==> config.mk <==
export PLATFORM = sky130hd
export DESIGN_NAME = atdp_top
export DESIGN_NICKNAME = d
export VERILOG_FILES = /design/src/shared/atdp_pkg.sv /design/src/hw/atdp_top.sv /design/src/hw/atdp_sync.sv
export SDC_FILE = /design/constraint.sdc
export NUM_CORES = 1
export LEC_CHECK = 0
export ABC_AREA = 1
export BUFFER_PORTS_ARGS = -buffer_cell sky130_fd_sc_hd__buf_4
export CAP_MARGIN = 40
export CORE_MARGIN = 2
export CORE_UTILIZATION = 50
export DETAILED_ROUTE_END_ITERATION = 8
export HOLD_SLACK_MARGIN = 0.03
export PLACE_DENSITY = 0.81
export RECOVER_POWER = 100
export SLEW_MARGIN = 20
export SYNTH_ARGS = -nofsm -noshare
export SYNTH_HDL_FRONTEND = slang
export SYNTH_SLANG_ARGS = --single-unit
==> constraint.sdc <==
create_clock -name aclk -period 1.37 [get_ports aclk]
set_input_delay 0.2055 -clock aclk [delete_from_list [all_inputs] [get_ports aclk]]
set_output_delay 0.2055 -clock aclk [all_outputs]
set_load 0.03 [all_outputs]
==> src/shared/atdp_pkg.sv <==
// Shared constants for the auxiliary trigger and direct-mode port.
package atdp_pkg;
  // Register byte offsets on the AXI4-Lite slave.
  localparam logic [7:0] OFF_CTRL     = 8'h00;
  localparam logic [7:0] OFF_TTL      = 8'h04;
  localparam logic [7:0] OFF_INPUT    = 8'h08;
  localparam logic [7:0] OFF_IRQ_STAT = 8'h0c;
  localparam logic [7:0] OFF_IRQ_MASK = 8'h10;
  localparam logic [7:0] OFF_KEY      = 8'h14;
  localparam logic [7:0] OFF_TX_WORD  = 8'h18;
  localparam logic [7:0] OFF_RX_WORD  = 8'h1c;
  // Control register fields.
  localparam int CTRL_DM_EN  = 0;
  localparam int CTRL_IRQ_EN = 1;
  localparam int CTRL_SEQ_EN = 2;
  localparam logic [2:0] CTRL_RST = 3'h0;
  // Output register layout: set bits low, clear bits from CLR_LSB.
  localparam int TTL_NUM     = 4;
  localparam int TTL_CLR_LSB = 16;
  localparam logic [3:0] TTL_RST = 4'h0;
  // Synchronised control inputs, also the input register layout.
  localparam int IN_IRQ_N   = 0;
  localparam int IN_INB_EN  = 1;
  localparam int IN_INB_LAT = 2;
  localparam int IN_OUT_EN  = 3;
  localparam int IN_OUT_LAT = 4;
  localparam int IN_WAIT_N  = 5;
  localparam int IN_NUM     = 6;
  localparam int IN_CFG_RDY = 8;
  localparam logic [5:0] IN_RST = 6'h3f;
  // Interrupt status bits.
  localparam int IRQ_AUX_FALL = 0;
  localparam int IRQ_WAIT     = 1;
  localparam int IRQ_NUM      = 2;
  localparam logic [1:0] IRQ_RST = 2'h0;
  // AXI responses.
  localparam logic [1:0] RESP_OKAY   = 2'h0;
  localparam logic [1:0] RESP_SLVERR = 2'h2;
endpackage : atdp_pkg

==> src/hw/atdp_top.sv <==
// Auxiliary trigger and direct-mode port with its AXI4-Lite register slave.
//
// Decided for this implementation: the register offsets and the AXI4-Lite interface to the registers.
`timescale 1ns/1ps
`default_nettype none
module atdp_top (
  // Clock and reset.
  input  wire logic        aclk,
  input  wire logic        aresetn,
  // AXI4-Lite slave.
  input  wire logic [7:0]  s_axi_awaddr,
  input  wire logic        s_axi_awvalid,
  output logic             s_axi_awready,
  input  wire logic [31:0] s_axi_wdata,
  input  wire logic [3:0]  s_axi_wstrb,
  input  wire logic        s_axi_wvalid,
  output logic             s_axi_wready,
  output logic [1:0]       s_axi_bresp,
  output logic             s_axi_bvalid,
  input  wire logic        s_axi_bready,
  input  wire logic [7:0]  s_axi_araddr,
  input  wire logic        s_axi_arvalid,
  output logic             s_axi_arready,
  output logic [31:0]      s_axi_rdata,
  output logic [1:0]       s_axi_rresp,
  output logic             s_axi_rvalid,
  input  wire logic        s_axi_rready,
  output logic             irq,
  // On-board configuration status.
  input  wire logic        cfg_done,
  // Block-transfer word stream from the sequencer.
  input  wire logic        blk_active,
  input  wire logic        blk_valid,
  input  wire logic [31:0] blk_data,
  output logic             blk_ready,
  // Internal bus drive from the inbound buffer.
  output logic [31:0]      internal_bus_io_data_o,
  output logic             internal_bus_io_data_oe,
  // Auxiliary connector pins.
  output logic [3:0]       ttl_out,
  output logic             logic_configured_indicator,
  output logic             key_address_pulse_out_n,
  input  wire logic        aux_interrupt_in_n,
  input  wire logic        inbound_en_n,
  input  wire logic        inbound_latch,
  input  wire logic        outbound_en_n,
  input  wire logic        outbound_latch,
  input  wire logic        dm_wait_n,
  output logic             dm_write_en_n,
  output logic             dm_write_clk,
  input  wire logic [31:0] aux_data_i,
  output logic [31:0]      aux_data_o,
  output logic             aux_data_oe
);
  typedef enum logic [2:0] {
    DM_IDLE  = 3'b001,
    DM_SETUP = 3'b010,
    DM_CLK   = 3'b100
  } atdp_dm_t;

  logic [atdp_pkg::IN_NUM-1:0] in_s;
  logic [31:0] aux_data_s;
  // Bus state.
  logic aw_have, w_have;
  logic [7:0] aw_addr;
  logic [31:0] w_data;
  logic next_awready, next_wready, next_bvalid, next_arready, next_rvalid;
  logic next_aw_have, next_w_have;
  logic [7:0] next_aw_addr;
  logic [31:0] next_w_data, next_rdata;
  logic [1:0] next_bresp, next_rresp;
  // Register state.
  logic [2:0] ctrl, next_ctrl;
  logic [3:0] next_ttl;
  logic [atdp_pkg::IRQ_NUM-1:0] irq_stat, irq_mask, next_irq_stat, next_irq_mask;
  logic [31:0] tx_word, next_tx_word, inb_buf, next_inb_buf, next_aux_o;
  logic irq_n_d, wait_n_d, next_irq, next_key_n, next_cfg_ind;
  logic next_ib_oe, next_aux_oe;
  // Direct-mode state.
  atdp_dm_t dm_state, next_dm_state;
  logic [31:0] dm_word, next_dm_word;
  logic next_blk_ready, next_wr_en_n, next_wr_clk, dm_go;
  logic do_write, do_read, wr_hit, rd_hit;

  // Inputs default high, matching the pull-ups on the pins.
  atdp_sync #(.W(atdp_pkg::IN_NUM), .RST(atdp_pkg::IN_RST)) u_sync_ctl (
    .aclk    (aclk),
    .aresetn (aresetn),
    .din     ({dm_wait_n, outbound_latch, outbound_en_n,
               inbound_latch, inbound_en_n, aux_interrupt_in_n}),
    .dout    (in_s)
  );

  // Data from the connector is synchronised before the inbound buffer.
  atdp_sync #(.W(32), .RST(32'h0000_0000)) u_sync_data (
    .aclk    (aclk),
    .aresetn (aresetn),
    .din     (aux_data_i),
    .dout    (aux_data_s)
  );

  // Output bits are set or cleared per bit; a clear wins over a set.
  genvar g;
  generate
    for (g = 0; g < atdp_pkg::TTL_NUM; g++)
    begin : g_ttl
      assign next_ttl[g] = (do_write && aw_addr == atdp_pkg::OFF_TTL)
                         ? ((ttl_out[g] | w_data[g]) & ~w_data[atdp_pkg::TTL_CLR_LSB+g])
                         : ttl_out[g];
    end
  endgenerate

  // Write and read handshakes, decode and register updates.
  always_comb
  begin
    do_write       = aw_have && w_have && !s_axi_bvalid;
    do_read        = s_axi_arvalid && s_axi_arready;
    wr_hit         = aw_addr <= atdp_pkg::OFF_TX_WORD && aw_addr[1:0] == 2'h0;
    rd_hit         = s_axi_araddr <= atdp_pkg::OFF_RX_WORD && s_axi_araddr[1:0] == 2'h0;
    next_aw_have   = aw_have;
    next_w_have    = w_have;
    next_aw_addr   = aw_addr;
    next_w_data    = w_data;
    if (s_axi_awvalid && s_axi_awready)
    begin
      next_aw_have = 1'b1;
      next_aw_addr = s_axi_awaddr;
    end
    if (s_axi_wvalid && s_axi_wready)
    begin
      next_w_have = 1'b1;
      next_w_data = s_axi_wdata;
    end
    next_bvalid    = s_axi_bvalid && !s_axi_bready;
    next_bresp     = s_axi_bresp;
    if (do_write)
    begin
      next_aw_have = 1'b0;
      next_w_have  = 1'b0;
      next_bvalid  = 1'b1;
      next_bresp   = wr_hit ? atdp_pkg::RESP_OKAY : atdp_pkg::RESP_SLVERR;
    end
    next_awready   = !next_aw_have && !next_bvalid;
    next_wready    = !next_w_have && !next_bvalid;
    next_rvalid    = s_axi_rvalid && !s_axi_rready;
    next_rdata     = s_axi_rdata;
    next_rresp     = s_axi_rresp;
    if (do_read)
    begin
      next_rvalid = 1'b1;
      next_rresp  = rd_hit ? atdp_pkg::RESP_OKAY : atdp_pkg::RESP_SLVERR;
      unique case (s_axi_araddr)
        atdp_pkg::OFF_CTRL:     next_rdata = {29'h0, ctrl};
        atdp_pkg::OFF_TTL:      next_rdata = {28'h0, ttl_out};
        // Synchronised pin levels and the configured indicator; an open interrupt input reads high.
        atdp_pkg::OFF_INPUT:    next_rdata = {23'h0, logic_configured_indicator, 2'h0, in_s};
        atdp_pkg::OFF_IRQ_STAT: next_rdata = {30'h0, irq_stat};
        atdp_pkg::OFF_IRQ_MASK: next_rdata = {30'h0, irq_mask};
        atdp_pkg::OFF_TX_WORD:  next_rdata = tx_word;
        atdp_pkg::OFF_RX_WORD:  next_rdata = inb_buf;
        default:                next_rdata = 32'h0000_0000;
      endcase
    end
    next_arready   = !next_rvalid;
    next_ctrl      = ctrl;
    next_irq_mask  = irq_mask;
    next_tx_word   = tx_word;
    if (do_write && aw_addr == atdp_pkg::OFF_CTRL)
      next_ctrl = w_data[2:0];
    if (do_write && aw_addr == atdp_pkg::OFF_IRQ_MASK)
      next_irq_mask = w_data[atdp_pkg::IRQ_NUM-1:0];
    if (do_write && aw_addr == atdp_pkg::OFF_TX_WORD)
      next_tx_word = w_data;
    // Sticky events; a set in the clearing cycle survives.
    next_irq_stat  = irq_stat;
    if (do_write && aw_addr == atdp_pkg::OFF_IRQ_STAT)
      next_irq_stat = irq_stat & ~w_data[atdp_pkg::IRQ_NUM-1:0];
    if (ctrl[atdp_pkg::CTRL_IRQ_EN] && irq_n_d && !in_s[atdp_pkg::IN_IRQ_N])
      next_irq_stat[atdp_pkg::IRQ_AUX_FALL] = 1'b1;
    if (wait_n_d && !in_s[atdp_pkg::IN_WAIT_N])
      next_irq_stat[atdp_pkg::IRQ_WAIT] = 1'b1;
    next_irq       = |(next_irq_stat & next_irq_mask);
    // Any access to the key address gives one low cycle.
    next_key_n     = !((do_write && aw_addr == atdp_pkg::OFF_KEY)
                    || (do_read && s_axi_araddr == atdp_pkg::OFF_KEY));
    next_cfg_ind   = !cfg_done;
  end

  // Direct-mode sequencing: setup cycle, then rising write clock.
  always_comb
  begin
    dm_go          = ctrl[atdp_pkg::CTRL_DM_EN] && blk_active;
    next_dm_state  = dm_state;
    next_dm_word   = dm_word;
    unique case (dm_state)
      DM_IDLE:
        if (blk_valid && blk_ready)
        begin
          next_dm_state = DM_SETUP;
          next_dm_word  = blk_data;
        end
      DM_SETUP: next_dm_state = DM_CLK;
      DM_CLK:   next_dm_state = DM_IDLE;
    endcase
    // Wait is seen after synchronisation, so up to two words may still pass.
    next_blk_ready = dm_go && in_s[atdp_pkg::IN_WAIT_N] && next_dm_state == DM_IDLE
                     && !(blk_valid && blk_ready);
    next_wr_en_n   = !dm_go;
    next_wr_clk    = next_dm_state == DM_CLK;
  end

  // Data buffers: each follows its source when transparent, holds when latched; in direct mode the outbound word follows the stream whatever the latch.
  always_comb
  begin
    next_inb_buf   = in_s[atdp_pkg::IN_INB_LAT] ? inb_buf : aux_data_s;
    next_ib_oe     = !in_s[atdp_pkg::IN_INB_EN];
    if (dm_go || next_dm_state != DM_IDLE)
      next_aux_o = next_dm_word;
    else
      next_aux_o = in_s[atdp_pkg::IN_OUT_LAT] ? aux_data_o : tx_word;
    next_aux_oe    = !in_s[atdp_pkg::IN_OUT_EN] || dm_go;
  end

  // Registers every next value.
  always_ff @(posedge aclk)
  begin
    if (!aresetn)
    begin
      s_axi_awready <= 1'b0;
      s_axi_wready  <= 1'b0;
      s_axi_bvalid  <= 1'b0;
      s_axi_bresp   <= atdp_pkg::RESP_OKAY;
      s_axi_arready <= 1'b0;
      s_axi_rvalid  <= 1'b0;
      s_axi_rresp   <= atdp_pkg::RESP_OKAY;
      s_axi_rdata   <= 32'h0000_0000;
      aw_have       <= 1'b0;
      w_have        <= 1'b0;
      aw_addr       <= 8'h00;
      w_data        <= 32'h0000_0000;
      ctrl          <= atdp_pkg::CTRL_RST;
      ttl_out       <= atdp_pkg::TTL_RST;
      irq_stat      <= atdp_pkg::IRQ_RST;
      irq_mask      <= atdp_pkg::IRQ_RST;
      irq           <= 1'b0;
      tx_word       <= 32'h0000_0000;
      inb_buf       <= 32'h0000_0000;
      irq_n_d       <= 1'b1;
      wait_n_d      <= 1'b1;
      key_address_pulse_out_n    <= 1'b1;
      logic_configured_indicator <= 1'b1;
      dm_state      <= DM_IDLE;
      dm_word       <= 32'h0000_0000;
      blk_ready     <= 1'b0;
      dm_write_en_n <= 1'b0; // The pin reads low during reset, then high until direct mode runs.
      dm_write_clk  <= 1'b0;
      aux_data_o    <= 32'h0000_0000;
      aux_data_oe   <= 1'b0;
      internal_bus_io_data_o  <= 32'h0000_0000;
      internal_bus_io_data_oe <= 1'b0;
    end
    else
    begin
      s_axi_awready <= next_awready;
      s_axi_wready  <= next_wready;
      s_axi_bvalid  <= next_bvalid;
      s_axi_bresp   <= next_bresp;
      s_axi_arready <= next_arready;
      s_axi_rvalid  <= next_rvalid;
      s_axi_rresp   <= next_rresp;
      s_axi_rdata   <= next_rdata;
      aw_have       <= next_aw_have;
      w_have        <= next_w_have;
      aw_addr       <= next_aw_addr;
      w_data        <= next_w_data;
      ctrl          <= next_ctrl;
      ttl_out       <= next_ttl;
      irq_stat      <= next_irq_stat;
      irq_mask      <= next_irq_mask;
      irq           <= next_irq;
      tx_word       <= next_tx_word;
      inb_buf       <= next_inb_buf;
      irq_n_d       <= in_s[atdp_pkg::IN_IRQ_N];
      wait_n_d      <= in_s[atdp_pkg::IN_WAIT_N];
      key_address_pulse_out_n    <= next_key_n;
      logic_configured_indicator <= next_cfg_ind;
      dm_state      <= next_dm_state;
      dm_word       <= next_dm_word;
      blk_ready     <= next_blk_ready;
      dm_write_en_n <= next_wr_en_n;
      dm_write_clk  <= next_wr_clk;
      aux_data_o    <= next_aux_o;
      aux_data_oe   <= next_aux_oe;
      internal_bus_io_data_o  <= next_inb_buf;
      internal_bus_io_data_oe <= next_ib_oe;
    end
  end

  // Checks tying outputs to their causes.
  AST_TTL_SET: assert property (@(posedge aclk) disable iff (!aresetn)
    do_write && aw_addr == atdp_pkg::OFF_TTL && w_data[0] && !w_data[16] |=> ttl_out[0])
    else $error("TTL output one did not set.");
  AST_CFG_IND: assert property (@(posedge aclk) disable iff (!aresetn)
    cfg_done |=> !logic_configured_indicator)
    else $error("Configured indicator not low after configuration.");
  AST_KEY_PULSE: assert property (@(posedge aclk) disable iff (!aresetn)
    do_read && s_axi_araddr == atdp_pkg::OFF_KEY |=> !key_address_pulse_out_n ##1
    key_address_pulse_out_n)
    else $error("Key pulse not a single low cycle.");
  AST_AUX_FALL: assert property (@(posedge aclk) disable iff (!aresetn)
    ctrl[atdp_pkg::CTRL_IRQ_EN] && $fell(in_s[atdp_pkg::IN_IRQ_N])
    |=> irq_stat[atdp_pkg::IRQ_AUX_FALL])
    else $error("Falling interrupt input did not set the flag.");
  AST_INB_PATH: assert property (@(posedge aclk) disable iff (!aresetn)
    !in_s[atdp_pkg::IN_INB_EN] |=> internal_bus_io_data_oe)
    else $error("Inbound path not opened.");
  AST_INB_LATCH: assert property (@(posedge aclk) disable iff (!aresetn)
    in_s[atdp_pkg::IN_INB_LAT] |=> $stable(inb_buf))
    else $error("Inbound buffer changed while latched.");
  AST_WR_EN: assert property (@(posedge aclk) disable iff (!aresetn)
    dm_go |=> !dm_write_en_n)
    else $error("Write enable not low in direct-mode transfer.");
  AST_WR_CLK: assert property (@(posedge aclk) disable iff (!aresetn)
    blk_valid && blk_ready |=> !dm_write_clk ##1 dm_write_clk && aux_data_o == $past(dm_word))
    else $error("Streamed word not qualified by rising clock.");
  AST_WAIT: assert property (@(posedge aclk) disable iff (!aresetn)
    !in_s[atdp_pkg::IN_WAIT_N] |=> !blk_ready)
    else $error("Stream not stalled under wait.");
endmodule : atdp_top
`default_nettype wire

==> src/hw/atdp_sync.sv <==
// Three-stage input synchroniser that accepts a change once stages two and three agree.
`timescale 1ns/1ps
`default_nettype none
module atdp_sync #(
  parameter int          W   = 1,
  parameter logic [W-1:0] RST = '0
) (
  // Clock and reset.
  input  wire logic         aclk,
  input  wire logic         aresetn,
  // Raw and filtered levels.
  input  wire logic [W-1:0] din,
  output logic      [W-1:0] dout
);
  logic [W-1:0] s1;
  logic [W-1:0] s2;
  logic [W-1:0] s3;
  logic [W-1:0] next_dout;

  // A bit changes only where the second and third stages agree.
  always_comb
  begin
    for (int i = 0; i < W; i++)
    begin
      next_dout[i] = (s2[i] == s3[i]) ? s3[i] : dout[i];
    end
  end

  // The first stage feeds only the second.
  always_ff @(posedge aclk)
  begin
    if (!aresetn)
    begin
      s1   <= RST;
      s2   <= RST;
      s3   <= RST;
      dout <= RST;
    end
    else
    begin
      s1   <= din;
      s2   <= s1;
      s3   <= s2;
      dout <= next_dout;
    end
  end
endmodule : atdp_sync
`default_nettype wire

# Yosys cells after proc, flatten, opt, wreduce, memory -nomap -nowiden
# Cells that the tools add are included.
[word_totals]
latch_bits = 0
mem_count = 0
mem_bits_ro = 0
reg_bits = 387
ramBits = 0
[op_classes]
mul = 0
mux = 19
n_eq_ne = 57
div = 0
magnitude_cmp = 2
bitwise_logic = 15
shifts = 0
n_reduce_logical = 49
addsub = 0
[ops]
columns = ["operator", "count"]
rows = [
  ["$pmux 32 s7", 1],
  ["$mux 32", 4],
  ["$eq 8x5->1 const B", 7],
  ["$eq 1x1->1", 38],
  ["$logic_and 1x1->1", 26],
  ["$eq 8x4->1 const B", 3],
  ["$eq 8x3->1 const B", 2],
  ["$le 8x5->1 const B", 2],
  ["$logic_not 8->1", 2],
  ["$logic_not 1->1", 15],
  ["$pmux 3 s3", 1],
  ["$mux 1", 8],
  ["$mux 2", 4],
  ["$eq 3x1->1 const B", 2],
  ["$eq 3x3->1 const B", 2],
  ["$and 1x1->1", 4],
  ["$and 2x2->2", 2],
  ["$logic_not 2->1", 2],
  ["$not 1->1", 4],
  ["$or 1x1->1", 4],
  ["$eq 3x2->1 const B", 1],
  ["$logic_or 1x1->1", 3],
  ["$mux 3", 1],
  ["$ne 3x1->1 const B", 1],
  ["3 further kinds", 3],
]

# Logic depth before layout (Yosys ltp)
# Gate-level depths: netlist (run 1).
[depth]
depth_word = 7
ltp_mapped = 11
depth_no_buf = 10

# Hierarchy
# A second synthesis (run 1) with hierarchy kept.
[hier_totals]
hier_cells = 1879
hier_area_um2 = 14406.3
[modules_own_cells]
columns = ["mod", "area_each_um2", "instances", "seq_area_each_um2", "cells_per_inst"]
rows = [
  ["atdp_top", 9666.8, 1, 4664.5, 1345],
  ["atdp_sync at u_sync_data", 3941.3, 1, 2562.5, 430],
  ["atdp_sync at u_sync_ctl", 798.3, 1, 480.5, 104],
]

# Worst setup path before layout (run 1)
# Ideal clock, no wire load.
[synth_path]
path_kind = "flip-flop to flip-flop"
start = "register blk_ready"
end = "register aux_data_o[1]"
arrival_time_ps = 1450
path_stages_with_launch = 11
setup_time_ps = 128
period_less_slack_ps = 1577
path_slack_ps = -207
required_time_ps = 1242
cell_sequence = "dfxtp_1 -> nand2_2 -> nand3_1 -> nand2_1 -> inv_2 -> nand3_2 -> buf_2 -> nand2_1 -> nand2_1 -> nor2_1 -> nor2_1"
[synth_via]
elab_chain_cells = 6
[synth_rtl]
columns = ["item", "line", "rtl"]
rows = [
  ["start, declared", "atdp_top.sv:35", "output logic blk_ready,"],
  ["start signal, assigned", "atdp_top.sv:289", "blk_ready <= next_blk_ready;"],
  ["$logic_and 1x1->1 *", "atdp_top.sv:197", "if (blk_valid && blk_ready)"],
  ["$mux 3", "atdp_top.sv:197", ""],
  ["$pmux 3 s3", "atdp_top.sv:195", "unique case (dm_state)"],
  ["$ne 3x1->1", "atdp_top.sv:217", "if (dm_go || next_dm_state != DM_IDLE)"],
  ["$logic_or 1x1->1", "atdp_top.sv:217", ""],
  ["$ne 2x2->1 (no line) or $mux 32 (tied branches)", "n/a", ""],
  ["end signal, assigned", "atdp_top.sv:292", "aux_data_o <= next_aux_o;"],
  ["end, declared", "atdp_top.sv:52", "output logic [31:0] aux_data_o,"],
]
# Mark *: on every way between the ends. The rest lies on a longest branch, timed or not.
# A chain may end at the register's enable or synchronous reset.

# Final worst setup path (run 1)
[layout_path]
start = "register blk_ready"
end = "register aux_data_o[26]"
# The elaborated chain is that of the path after synthesis.

==> run summary, run 1 <==
Async SR Flop Fraction - 0%
DR vias/cell - 5.20
Clock skew - 0.0166 ns
Unique masters post-synth - 32
Crit path depth - 10
Total GRT Usage - 27.2%
Final WL - 44700 um
DIE AREA - 29500 um^2
Synth warn - 0
Syn avg cell area - 7.55 um^2
Worst skew pair latency - 0.52 ns
Core Region - 27800 um^2
Vias in the first global route - 12.6k
Die Height - 172 um
Pwr Density - 1190 nW/um^2
FF-to-FF Start - blk_ready
Worst-path clk slew - 0.06 ns
Clock buffer depth - 3
Total power draw - 24.0 mW
Data required, critical path - 1.81 ns
Outcome - finished with violations
Post-route insts no fill - 2655
Worst Hold Depth - 3
Final Slew Violations - 0
IO buf count - 242
Synth top area share - 54.7%
Clock root buffer - clkbuf_16
Htree depth - 2
Period utilisation layout - 120%
Initial Utilization - 50.7%
Worst Hold Path EP - s_axi_rresp[1]
Post-synth EDFFs - 0
Crit-path max FO - 22
Slowest CP cell - dfxtp_4
Hold Vio Cnt, Final - 0
Hold crit path type - input pin to flop
Post-synthesis sequential area ratio - 54.7%
Fmax - 0.606 GHz
CTS tree - built
CP peak stage delay - 0.36 ns
Cells after DPL - 2446
RSZ-0062 raised after global routing - yes
CP arrival - 2.09 ns
GP Congestion - 0.901
Worst-case reg-to-reg path depth - 10
Detailed-route DRC error count - 0
DRT antenna net count - 0
Gr ovfl total - 0
Buf/Inv on CP - 2
Num ports - 249
DR iter-0 viols - 1376
Post-synth top flop - dfxtp_1
Worst-path cell chain - nand2_8 -> inv_4 -> nand2_2 -> nand2_4 -> nor2_8 -> nand4_2 -> buf_12 -> nor2_1 -> nor2_1 -> nor2_1
Slew @ Worst Pin - 1.04 ns
Setup ws final - -0.280 ns
R2R Setup Slk - -0.28 ns
Initial antenna violation count - 0
Normalized max-slew margin - 30.6%
Clock sinks - 385
Synth-to-layout area growth - 42.9%
Static leakage - 9.12 nW
Drt first pass iters - 5
Per-cell routed wire length - 16.8 um
#FFs+latches synth - 385
Critical Path End Type - flop
Smallest hold slack - 0.0472 ns
Die W - 172 um
Via count - 13.8k
CP startpoint kind - flop
Top delay family on crit path - simple AND/OR/NAND/NOR gates
CP dominant cell by count - nor2_1
Synth top area cells - dfxtp_1 55%, nand2_1 9.1%, nor2_1 8.5%
Pin count of the biggest net entering global routing - 169
Layout cell share with drive strength beyond 1 - 25.0%
ANT cells - 0
Yosys top cell by area - dfxtp_1
Rows - 61
Nets - 2382
Max IR drop VDD - 1.12 mV
Type of the worst setup path - flop to flop
Mapped cell area - 14100 um^2
CTS buffer count - 38
Reg-to-reg endpoint - aux_data_o[26]
Max-Cap Viols - 0
First-pass GRT wire length - 63600 um
Post-synthesis cell count - 1867
Min cycle time layout - 1.65 ns
Failing checks - negative setup slack
Hold Path Origin - s_axi_araddr[1]
Setup violators final - 80
Final HPWL from detailed placement - 26300 um
-- state kept, by name (all words and copies together), names as in the netlist, 8 cells and up --
name / flops
u_sync_data.s2: 32
s_axi_rdata: 32
u_sync_data.dout: 32
w_data: 32
inb_buf: 32
dm_word: 32
u_sync_data.s1: 32
aux_data_o: 32
u_sync_data.s3: 32
aw_addr: 8
tx_word: 32
-- cells by family after synthesis --
group                  after synthesis  share of synthesized area (%)
AND/OR/NAND/NOR                    793                           23.2
AO/OA/AOI/OAI                      375                           13.5
flip-flops                         385                           54.7
other                                1                         0.0266
buffers and inverters              313                           8.63
-- tightest hold or removal path, stage by stage --
cell,delay (ns)
buf_4,0.08
nor2_1,0.04
a41oi_1,0.19
-- layer usage --
layer | routed length, um | vias up | track usage (%)
li1 | - | 6666 | -
met1 | 18000 | 6379 | 35.2
met2 | 21400 | 610 | 46.7
met3 | 3540 | 140 | 4.26
met4 | 1750 | 0 | 8.95
met5 | 0 | - | 0
-- per-stage QoR --
step / utilization [%] / cell area, um^2 / TNS (ns) / setup WS (ns)
floorplan: - / 14100 / -0.220 / -0.0223
global placement: 60.2 / 16700 / -2.69 / -0.0812
detailed placement: 60.2 / 16700 / -7.62 / -0.206
CTS: 69.8 / 19400 / -3.55 / -0.104
global route: 72.5 / 20100 / -20.71 / -0.301
finish: 72.5 / 20100 / -10.67 / -0.280
-- placed cells by master, fill, tap and decap left out, types with 10 or more instances in the layout --
| master | synthesis | final |
|---|---|---|
| inv_1 | 196 | 191 |
| a21oi_1 | 153 | 118 |
| buf_6 | 0 | 19 |
| dfxtp_1 | 385 | 358 |
| nand3_1 | 58 | 56 |
| clkbuf_16 | 0 | 49 |
| dlygate4sd3_1 | 0 | 113 |
| clkbuf_2 | 0 | 30 |
| buf_4 | 5 | 247 |
| nand2_2 | 2 | 19 |
| or2_2 | 16 | 16 |
| o21ai_0 | 211 | 144 |
| a21oi_2 | 0 | 35 |
| o21ai_4 | 0 | 10 |
| clkbuf_8 | 0 | 11 |
| o21ai_1 | 1 | 30 |
| dfxtp_2 | 0 | 26 |
| clkbuf_1 | 83 | 10 |
| nand4_1 | 34 | 34 |
| nor2_1 | 319 | 311 |
| o21ai_2 | 0 | 28 |
| nand2_1 | 343 | 321 |
| buf_12 | 0 | 20 |
-- power by group --
part	switching, mW	internal [mW]
clock network	4.28	6.39
registers	0.178	11.5
logic	0.886	0.820
-- synthesized netlist by cell type, types with 2 or more instances --
library cell,count
buf_2,18
nand2_1,343
inv_2,7
nor2_2,3
inv_1,196
nor3_1,9
buf_1,3
a31oi_1,2
o211ai_1,4
nand4_1,34
o21ai_0,211
buf_4,5
a21oi_1,153
dfxtp_1,385
nand2_2,2
clkbuf_1,83
nor2_4,2
o21bai_1,2
nand3_2,2
or2_2,16
nand3_1,58
nor2_1,319
-- repair_timing --
action                     CTS  global route
hold endpoints to repair   114             0
buffers inserted             4            13
resized for setup           96           166
hold buffers               113             0
setup endpoints to repair   96            87
cloned                       2            11
pin swaps                   10            57
-- layout make-up --
| cell class | instances | area (um^2) |
|---|---|---|
| timing repair buffer | 451 | 4140 |
| tap | 378 | 473 |
| fill | 1985 | 7640 |
| clock inverter | 9 | 131 |
| inverter | 204 | 773 |
| multi-input combinational | 1170 | 5730 |
| sequential | 385 | 7740 |
| clock buffer | 58 | 1160 |
-- how the worst max path moves through the flow --
stage                 from              to  slack [ns]
2_1_floorplan    blk_ready   aux_data_o[1]       -0.02
3_3_place_gp   dm_state[1]  aux_data_o[29]       -0.08
3_5_place_dp   dm_state[1]   aux_data_o[5]       -0.21
4_1_cts          blk_ready   aux_data_o[0]       -0.10
5_1_grt        dm_state[1]  aux_data_o[22]       -0.30
6_report         blk_ready  aux_data_o[26]       -0.28
Note: power is estimated with default switching activity, not from simulation.
==> run 2, diff against run 1 <==
==> constraint.sdc (replaced) <==
create_clock -name aclk -period 1.35 [get_ports aclk]
set_input_delay 0.2025 -clock aclk [delete_from_list [all_inputs] [get_ports aclk]]
set_output_delay 0.2025 -clock aclk [all_outputs]
set_load 0.03 [all_outputs]
==> run summary, run 2 (synthesized netlist as in run 1, its figures left out) <==
DP Area - 16700 um^2 (about the same)
Setup violators final - 103 (was 80)
Type of the worst setup path - flop to flop (unchanged)
DP Worst Slack - -0.260 ns (was -0.206 ns)
Failing checks - negative setup slack (unchanged)
IO buf count - 242 (unchanged)
Vias in the first global route - 13.0k (was 12.6k)
DRT antenna net count - 0 (unchanged)
Worst Hold Depth - 5 (was 3)
Core Region - 27800 um^2 (unchanged)
DR vias/cell - 5.24 (was 5.20)
Synth-to-layout area growth - 43.1% (was 42.9%)
Nets - 2378 (was 2382)
DIE AREA - 29500 um^2 (unchanged)
Hold Path Origin - blk_valid (was s_axi_araddr[1])
Detailed-route DRC error count - 0 (unchanged)
Worst Hold Path EP - blk_ready (was s_axi_rresp[1])
Outcome - finished with violations (unchanged)
Total GRT Usage - 27.3% (was 27.2%)
Reg-to-reg endpoint - aux_data_o[7] (was aux_data_o[26])
Per-cell routed wire length - 16.6 um (was 16.8 um)
Critical Path End Type - flop (unchanged)
Most frequent cells in the layout - 353 x dfxtp_1, 303 x nand2_1, 298 x nor2_1, 280 x buf_4, 188 x inv_1 (was 358 x dfxtp_1, 321 x nand2_1, 311 x nor2_1, 247 x buf_4, 191 x inv_1)
DR iter-0 viols - 1465 (was 1376)
Htree depth - 2 (unchanged)
CTS buffer count - 40 (was 38)
Worst-path clk slew - 0.06 ns (about the same)
Hold crit path type - input pin to flop (unchanged)
FF-to-FF Start - dm_state[2] (was blk_ready)
Core Util, Final - 72.6% (was 72.5%)
Drt first pass iters - 5 (unchanged)
GP Congestion - 0.885 (was 0.901)
Worst skew pair latency - 0.52 ns (about the same)
Hold Vio Cnt, Final - 0 (unchanged)
CP startpoint kind - flop (unchanged)
CTS tree - built (unchanged)
Gr ovfl total - 0 (unchanged)
Final WL - 43800 um (was 44700 um)
Pwr Density - 1200 nW/um^2 (was 1190 nW/um^2)
Setup_tns - -12.97 ns (was -10.67 ns)
Initial Utilization - 50.7% (unchanged)
Commonest non-fill, non-tap cell in the layout - dfxtp_1 (unchanged)
Rows - 61 (unchanged)
Slew @ Worst Pin - 0.586 ns (was 1.04 ns)
Initial antenna violation count - 0 (unchanged)
ANT cells - 0 (unchanged)
Layout cell share with drive strength beyond 1 - 25.8% (was 25.0%)
CP arrival - 2.05 ns (was 2.09 ns)
Normalized max-slew margin - 61.0% (was 30.6%)
Period utilisation layout - 122% (was 120%)
Die W - 172 um (unchanged)
Data required, critical path - 1.75 ns (was 1.81 ns)
Clock root buffer - clkbuf_16 (unchanged)
Clock skew - 0.0109 ns (was 0.0166 ns)
Pin count of the biggest net entering global routing - 72 (was 169)
Via count - 13.9k (was 13.8k)
First-pass GRT wire length - 64500 um (was 63600 um)
Static leakage - 9.18 nW (was 9.12 nW)
Max IR drop VDD - 0.996 mV (was 1.12 mV)
Post-Layout Inst Area - 20200 um^2 (was 20100 um^2)
Setup ws final - -0.298 ns (was -0.280 ns)
R2R Setup Slk - -0.30 ns (was -0.28 ns)
Worst-case reg-to-reg path depth - 9 (was 10)
Max-Cap Viols - 0 (unchanged)
Min cycle time layout - 1.65 ns (about the same)
Clock buffer depth - 3 (unchanged)
Clock sinks - 385 (unchanged)
Final HPWL from detailed placement - 26100 um (was 26300 um)
RSZ-0062 raised after global routing - yes (unchanged)
Die Height - 172 um (unchanged)
Num ports - 249 (unchanged)
Crit-path max FO - 28 (was 22)
Final Slew Violations - 0 (unchanged)
Fmax - 0.607 GHz (was 0.606 GHz)
-- run 2: cell types whose count changed in the layout (fill, tap and decap cells not counted), sizes merged --
cell and change:
clkinvlp -1, dlygate4sd3 +4, clkinv +2, bufinv -2, clkbuf -36, buf +28
inv -1
-- run 2: critical path, cell delays in order, from the launching register on --
cell	delay, ns
dfxtp_4	0.36
inv_2	0.08
nand3_4	0.12
buf_6	0.21
o21ai_0	0.28
nand2_1	0.14
nand2_1	0.10
nand2_1	0.07
nor2_1	0.11
nor2_1	0.06
-- run 2: layout make-up --
class / instances / area [um^2]
flip-flops and latches: 385 / 7750
inverters: 204 / 778
clock buffers: 60 / 1190
well taps: 378 / 473
clock inverters: 7 / 65.1
fillers: 2001 / 7620
multi-input cells: 1170 / 5760
repair buffers: 445 / 4140
-- run 2: per-layer routing --
layer / global-route usage (%) / up-vias / wire [um]
li1: - / 6661 / -
met3: 3.78 / 129 / 2880
met4: 8.62 / 0 / 1590
met5: 0 / - / 0
met1: 35.8 / 6495 / 18500
met2: 46.8 / 604 / 20800
-- run 2: power by group --
group / switching, mW / internal (mW) / total, mW
registers: 0.171 / 11.6 / 11.8
logic: 0.906 / 0.851 / 1.76
clock network: 4.37 / 6.23 / 10.6
-- run 2: what timing repair did --
action,CTS,global route
endpoints found under the setup margin,112,122
resized for setup,102,165
hold buffers,117,0
hold endpoints to repair,117,0
buffers inserted,5,6
pin swaps,12,53
gates cloned,4,7
-- run 2: worst max path at each step --
stage,from,endpoint,slack [ns],cells past startpoint
floorplan,blk_ready,aux_data_o[1],-0.03,11
global placement,dm_state[1],aux_data_o[3],-0.16,9
detailed placement,dm_state[1],aux_data_o[22],-0.26,9
CTS,blk_ready,aux_data_o[31],-0.16,11
global route,dm_state[2],aux_data_o[7],-0.37,9
finish,dm_state[2],aux_data_o[7],-0.30,9
-- run 2: per-stage QoR --
step                hold slack, ns  std cells  power (mW)
CTS                         0.0363       2637        24.1
global route                 0.100       2649        24.8
finish                      0.0827       2649        24.2
detailed placement           0.373       2444        13.3
floorplan                    0.264       1868        12.6
global placement             0.365       2444        13.2
==> run 3, diff against run 2 <==
--- a/config.mk
+++ b/config.mk
@@ -5,14 +5,13 @@
 export SDC_FILE = /design/constraint.sdc
 export NUM_CORES = 1
 export LEC_CHECK = 0
-export ABC_AREA = 1
 export BUFFER_PORTS_ARGS = -buffer_cell sky130_fd_sc_hd__buf_4
 export CAP_MARGIN = 40
 export CORE_MARGIN = 2
 export CORE_UTILIZATION = 50
 export DETAILED_ROUTE_END_ITERATION = 8
 export HOLD_SLACK_MARGIN = 0.03
-export PLACE_DENSITY = 0.81
+export PLACE_DENSITY = 0.82
 export RECOVER_POWER = 100
 export SLEW_MARGIN = 20
 export SYNTH_ARGS = -nofsm -noshare
==> constraint.sdc (replaced) <==
create_clock -name aclk -period 1.35 [get_ports aclk]
set_input_delay 0.2025 -clock aclk [delete_from_list [all_inputs] [get_ports aclk]]
set_output_delay 0.2025 -clock aclk [all_outputs]
set_load 0.01 [all_outputs]
==> run summary, run 3 <==
Most instantiated cells after synthesis - 385 x dfxtp_1, 184 x nand2_1, 126 x a21oi_1 (was 385 x dfxtp_1, 343 x nand2_1, 319 x nor2_1)
Total GRT Usage - 28.4% (was 27.3%)
CTS tree - built (unchanged)
Commonest non-fill, non-tap cell in the layout - dfxtp_1 (unchanged)
Reg-to-reg endpoint - tx_word[23] (was aux_data_o[7])
Die Height - 168 um (was 172 um)
Post-synthesis simple-gate area fraction - 17.8% (was 23.2%)
Worst Hold Path EP - key_address_pulse_out_n (was blk_ready)
Hold crit path type - input pin to flop (unchanged)
Gr ovfl total - 0 (unchanged)
Worst Hold Depth - 3 (was 5)
Adder-cell share of the synthesized area - 0% (unchanged)
Outcome - finished with violations (unchanged)
Worst-path clk slew - 0.07 ns (was 0.06 ns)
Per-cell routed wire length - 20.3 um (was 16.6 um)
Worst-case reg-to-reg path depth - 5 (was 9)
Synth-to-layout area growth - 44.8% (was 43.1%)
Cells after DPL - 1931 (was 2444)
Crit-path max FO - 8 (was 28)
Die W - 168 um (was 172 um)
Core Util, Final - 74.0% (was 72.6%)
Post-synth top flop - dfxtp_1 (unchanged)
Hold Vio Cnt, Final - 0 (unchanged)
Max-Cap Viols - 0 (unchanged)
Smallest hold slack - 0.0437 ns (was 0.0827 ns)
Critical Path End Type - flop (unchanged)
Via count - 11.9k (was 13.9k)
Most frequent cells in the layout - 365 x dfxtp_1, 194 x buf_4, 153 x nand2_1, 117 x dlygate4sd3_1, 103 x nor2_1 (was 353 x dfxtp_1, 303 x nand2_1, 298 x nor2_1, 280 x buf_4, 188 x inv_1)
Mapped cell area - 13400 um^2 (was 14100 um^2)
CP peak stage delay - 0.41 ns (was 0.36 ns)
Final Slew Violations - 0 (unchanged)
Final WL - 43400 um (was 43800 um)
Setup ws final - -0.311 ns (was -0.298 ns)
DRT antenna net count - 0 (unchanged)
Final HPWL from detailed placement - 24700 um (was 26100 um)
Hold Path Origin - s_axi_araddr[4] (was blk_valid)
Post-route insts no fill - 2142 (was 2649)
Failing checks - negative setup slack (unchanged)
RSZ-0062 raised after global routing - yes (unchanged)
DIE AREA - 28100 um^2 (was 29500 um^2)
Period utilisation layout - 123% (was 122%)
Initial Utilization - 51.2% (was 50.7%)
Static leakage - 8.09 nW (was 9.18 nW)
Nets - 1913 (was 2378)
Vias in the first global route - 11.7k (was 13.0k)
Initial antenna violation count - 0 (unchanged)
Synth warn - 0 (unchanged)
Type of the worst setup path - flop to flop (unchanged)
Clock buffer depth - 3 (unchanged)
First-pass GRT wire length - 63100 um (was 64500 um)
Unique masters post-synth - 47 (was 32)
CP startpoint kind - flop (unchanged)
Largest family of logic cells by synthesized area - simple AND/OR/NAND/NOR gates (unchanged)
Num ports - 249 (unchanged)
Buf/Inv on CP - 1 (was 2)
IO buf count - 242 (unchanged)
Core Region - 26200 um^2 (was 27800 um^2)
Pin count of the biggest net entering global routing - 49 (was 72)
Htree depth - 2 (unchanged)
ANT cells - 0 (unchanged)
GP Congestion - 0.861 (was 0.885)
Setup violators final - 224 (was 103)
Filler Cells Inserted - 1681 (was 2001)
Worst skew pair latency - 0.52 ns (about the same)
Post-synthesis mux area share - 10.5% (was 0%)
CTS buffer count - 37 (was 40)
Detailed-route DRC error count - 0 (unchanged)
Rows - 59 (was 61)
Post-synthesis cell count - 1368 (was 1867)
Min cycle time layout - 1.66 ns (was 1.65 ns)
CP arrival - 2.11 ns (was 2.05 ns)
Synth Area in XOR/XNOR - 0% (unchanged)
Fmax - 0.602 GHz (was 0.607 GHz)
Clock root buffer - clkbuf_16 (unchanged)
DR iter-0 viols - 1051 (was 1465)
Worst-path cell chain - nor4b_4 -> and4_4 -> clkbuf_16 -> nand2_2 -> a21oi_2 (was inv_2 -> nand3_4 -> buf_6 -> o21ai_0 -> nand2_1 -> nand2_1 -> nand2_1 -> nor2_1 -> nor2_1)
Clock skew - 0.0116 ns (was 0.0109 ns)
FF-to-FF Start - aw_addr[1] (was dm_state[2])
Post-synthesis sequential area ratio - 57.5% (was 54.7%)
Async SR Flop Fraction - 0% (unchanged)
Clock sinks - 385 (unchanged)
Crit path depth - 5 (was 9)
Post-synth EDFFs - 0 (unchanged)
R2R Setup Slk - -0.31 ns (was -0.30 ns)
Top delay family on crit path - simple AND/OR/NAND/NOR gates (unchanged)
Layout cell share with drive strength beyond 1 - 28.1% (was 25.8%)
Drt first pass iters - 5 (unchanged)
Top-count cell post-synth - dfxtp_1 (unchanged)
Complex-gate fraction of the synthesized area - 11.3% (was 13.5%)
DR vias/cell - 5.57 (was 5.24)
#FFs+latches synth - 385 (unchanged)
Pwr Density - 1210 nW/um^2 (was 1200 nW/um^2)
Yosys top cell by area - dfxtp_1 (unchanged)
Max IR drop VDD - 1.06 mV (was 0.996 mV)
Slowest CP cell - and4_4 (was dfxtp_4)
Syn avg cell area - 9.80 um^2 (was 7.55 um^2)
Data required, critical path - 1.80 ns (was 1.75 ns)
Synth top area share - 57.5% (was 54.7%)
Synth top area cells - dfxtp_1 57%, mux2i_1 7.4%, nand2_1 5.2% (was dfxtp_1 55%, nand2_1 9.1%, nor2_1 8.5%)
==> run 3: timing repair <==
item	4_1_cts	5_1_grt
resized for setup	70	142
gates cloned	6	4
pin swaps	14	59
endpoints found under the hold margin	120	0
hold buffers	118	0
buffers inserted	7	12
endpoints found under the setup margin	121	126
==> run 3: power by group <==
| group | switching, mW | total (mW) | internal [mW] |
|---|---|---|---|
| clock network | 4.30 | 10.2 | 5.93 |
| logic | 0.712 | 1.52 | 0.804 |
| registers | 0.142 | 11.7 | 11.6 |
| total | 5.15 | 23.5 | 18.3 |
==> run 3: metrics by stage <==
stage	setup TNS [ns]	worst slack (ns)	cell area (um^2)	power (mW)
2_1_floorplan	-6.78	-0.259	13600	12.4
3_3_place_gp	-18.51	-0.379	16200	13.0
3_5_place_dp	-24.36	-0.403	16200	13.0
4_1_cts	-13.66	-0.201	19100	23.4
5_1_grt	-38.39	-0.335	19400	24.2
6_report	-23.52	-0.311	19400	23.5
==> run 3: kinds of logic (layout without fill, tap and decap cells) <==
group,after synthesis,after routing
flip-flops,385,385
other,1,2
buffers and inverters,99,537
AND/OR/NAND/NOR,493,493
AO/OA/AOI/OAI,255,255
multiplexers,135,135
==> run 3: layout make-up <==
| type | count | area (um^2) | share of cell area (%) |
|---|---|---|---|
| Tap cell | 335 | 419 | 2.16 |
| Inverter | 6 | 30.0 | 0.155 |
| Clock buffer | 50 | 1020 | 5.28 |
| Clock inverter | 15 | 164 | 0.845 |
| Timing Repair Buffer | 466 | 3880 | 20.0 |
| Multi-Input combinational cell | 885 | 6150 | 31.7 |
| Sequential cell | 385 | 7730 | 39.9 |
==> run 3: layer usage <==
layer	track usage, %	up-vias	share of wire, %
met5	0	-	0
met2	48.6	570	49
met1	34.6	5694	39
met3	4.75	152	6.5
li1	-	5507	-
met4	14.3	0	5.1
==> run 3: worst max-delay path by stage <==
stage,start,endpoint,slack [ns]
after detailed placement,s_axi_araddr[6],s_axi_rdata[8],-0.40
after floorplan,s_axi_araddr[6],s_axi_rdata[8],-0.26
after global placement,s_axi_araddr[6],s_axi_rdata[8],-0.38
final,aw_addr[1],tx_word[23],-0.31
after global routing,aw_addr[1],tx_word[14],-0.34
after CTS,aw_addr[0],tx_word[29],-0.20
==> run 3: worst register-to-register path: stages (launching register included) <==
cell,delay [ns]
dfxtp_4,0.36
nor4b_4,0.40
and4_4,0.41
clkbuf_16,0.22
nand2_2,0.07
a21oi_2,0.13
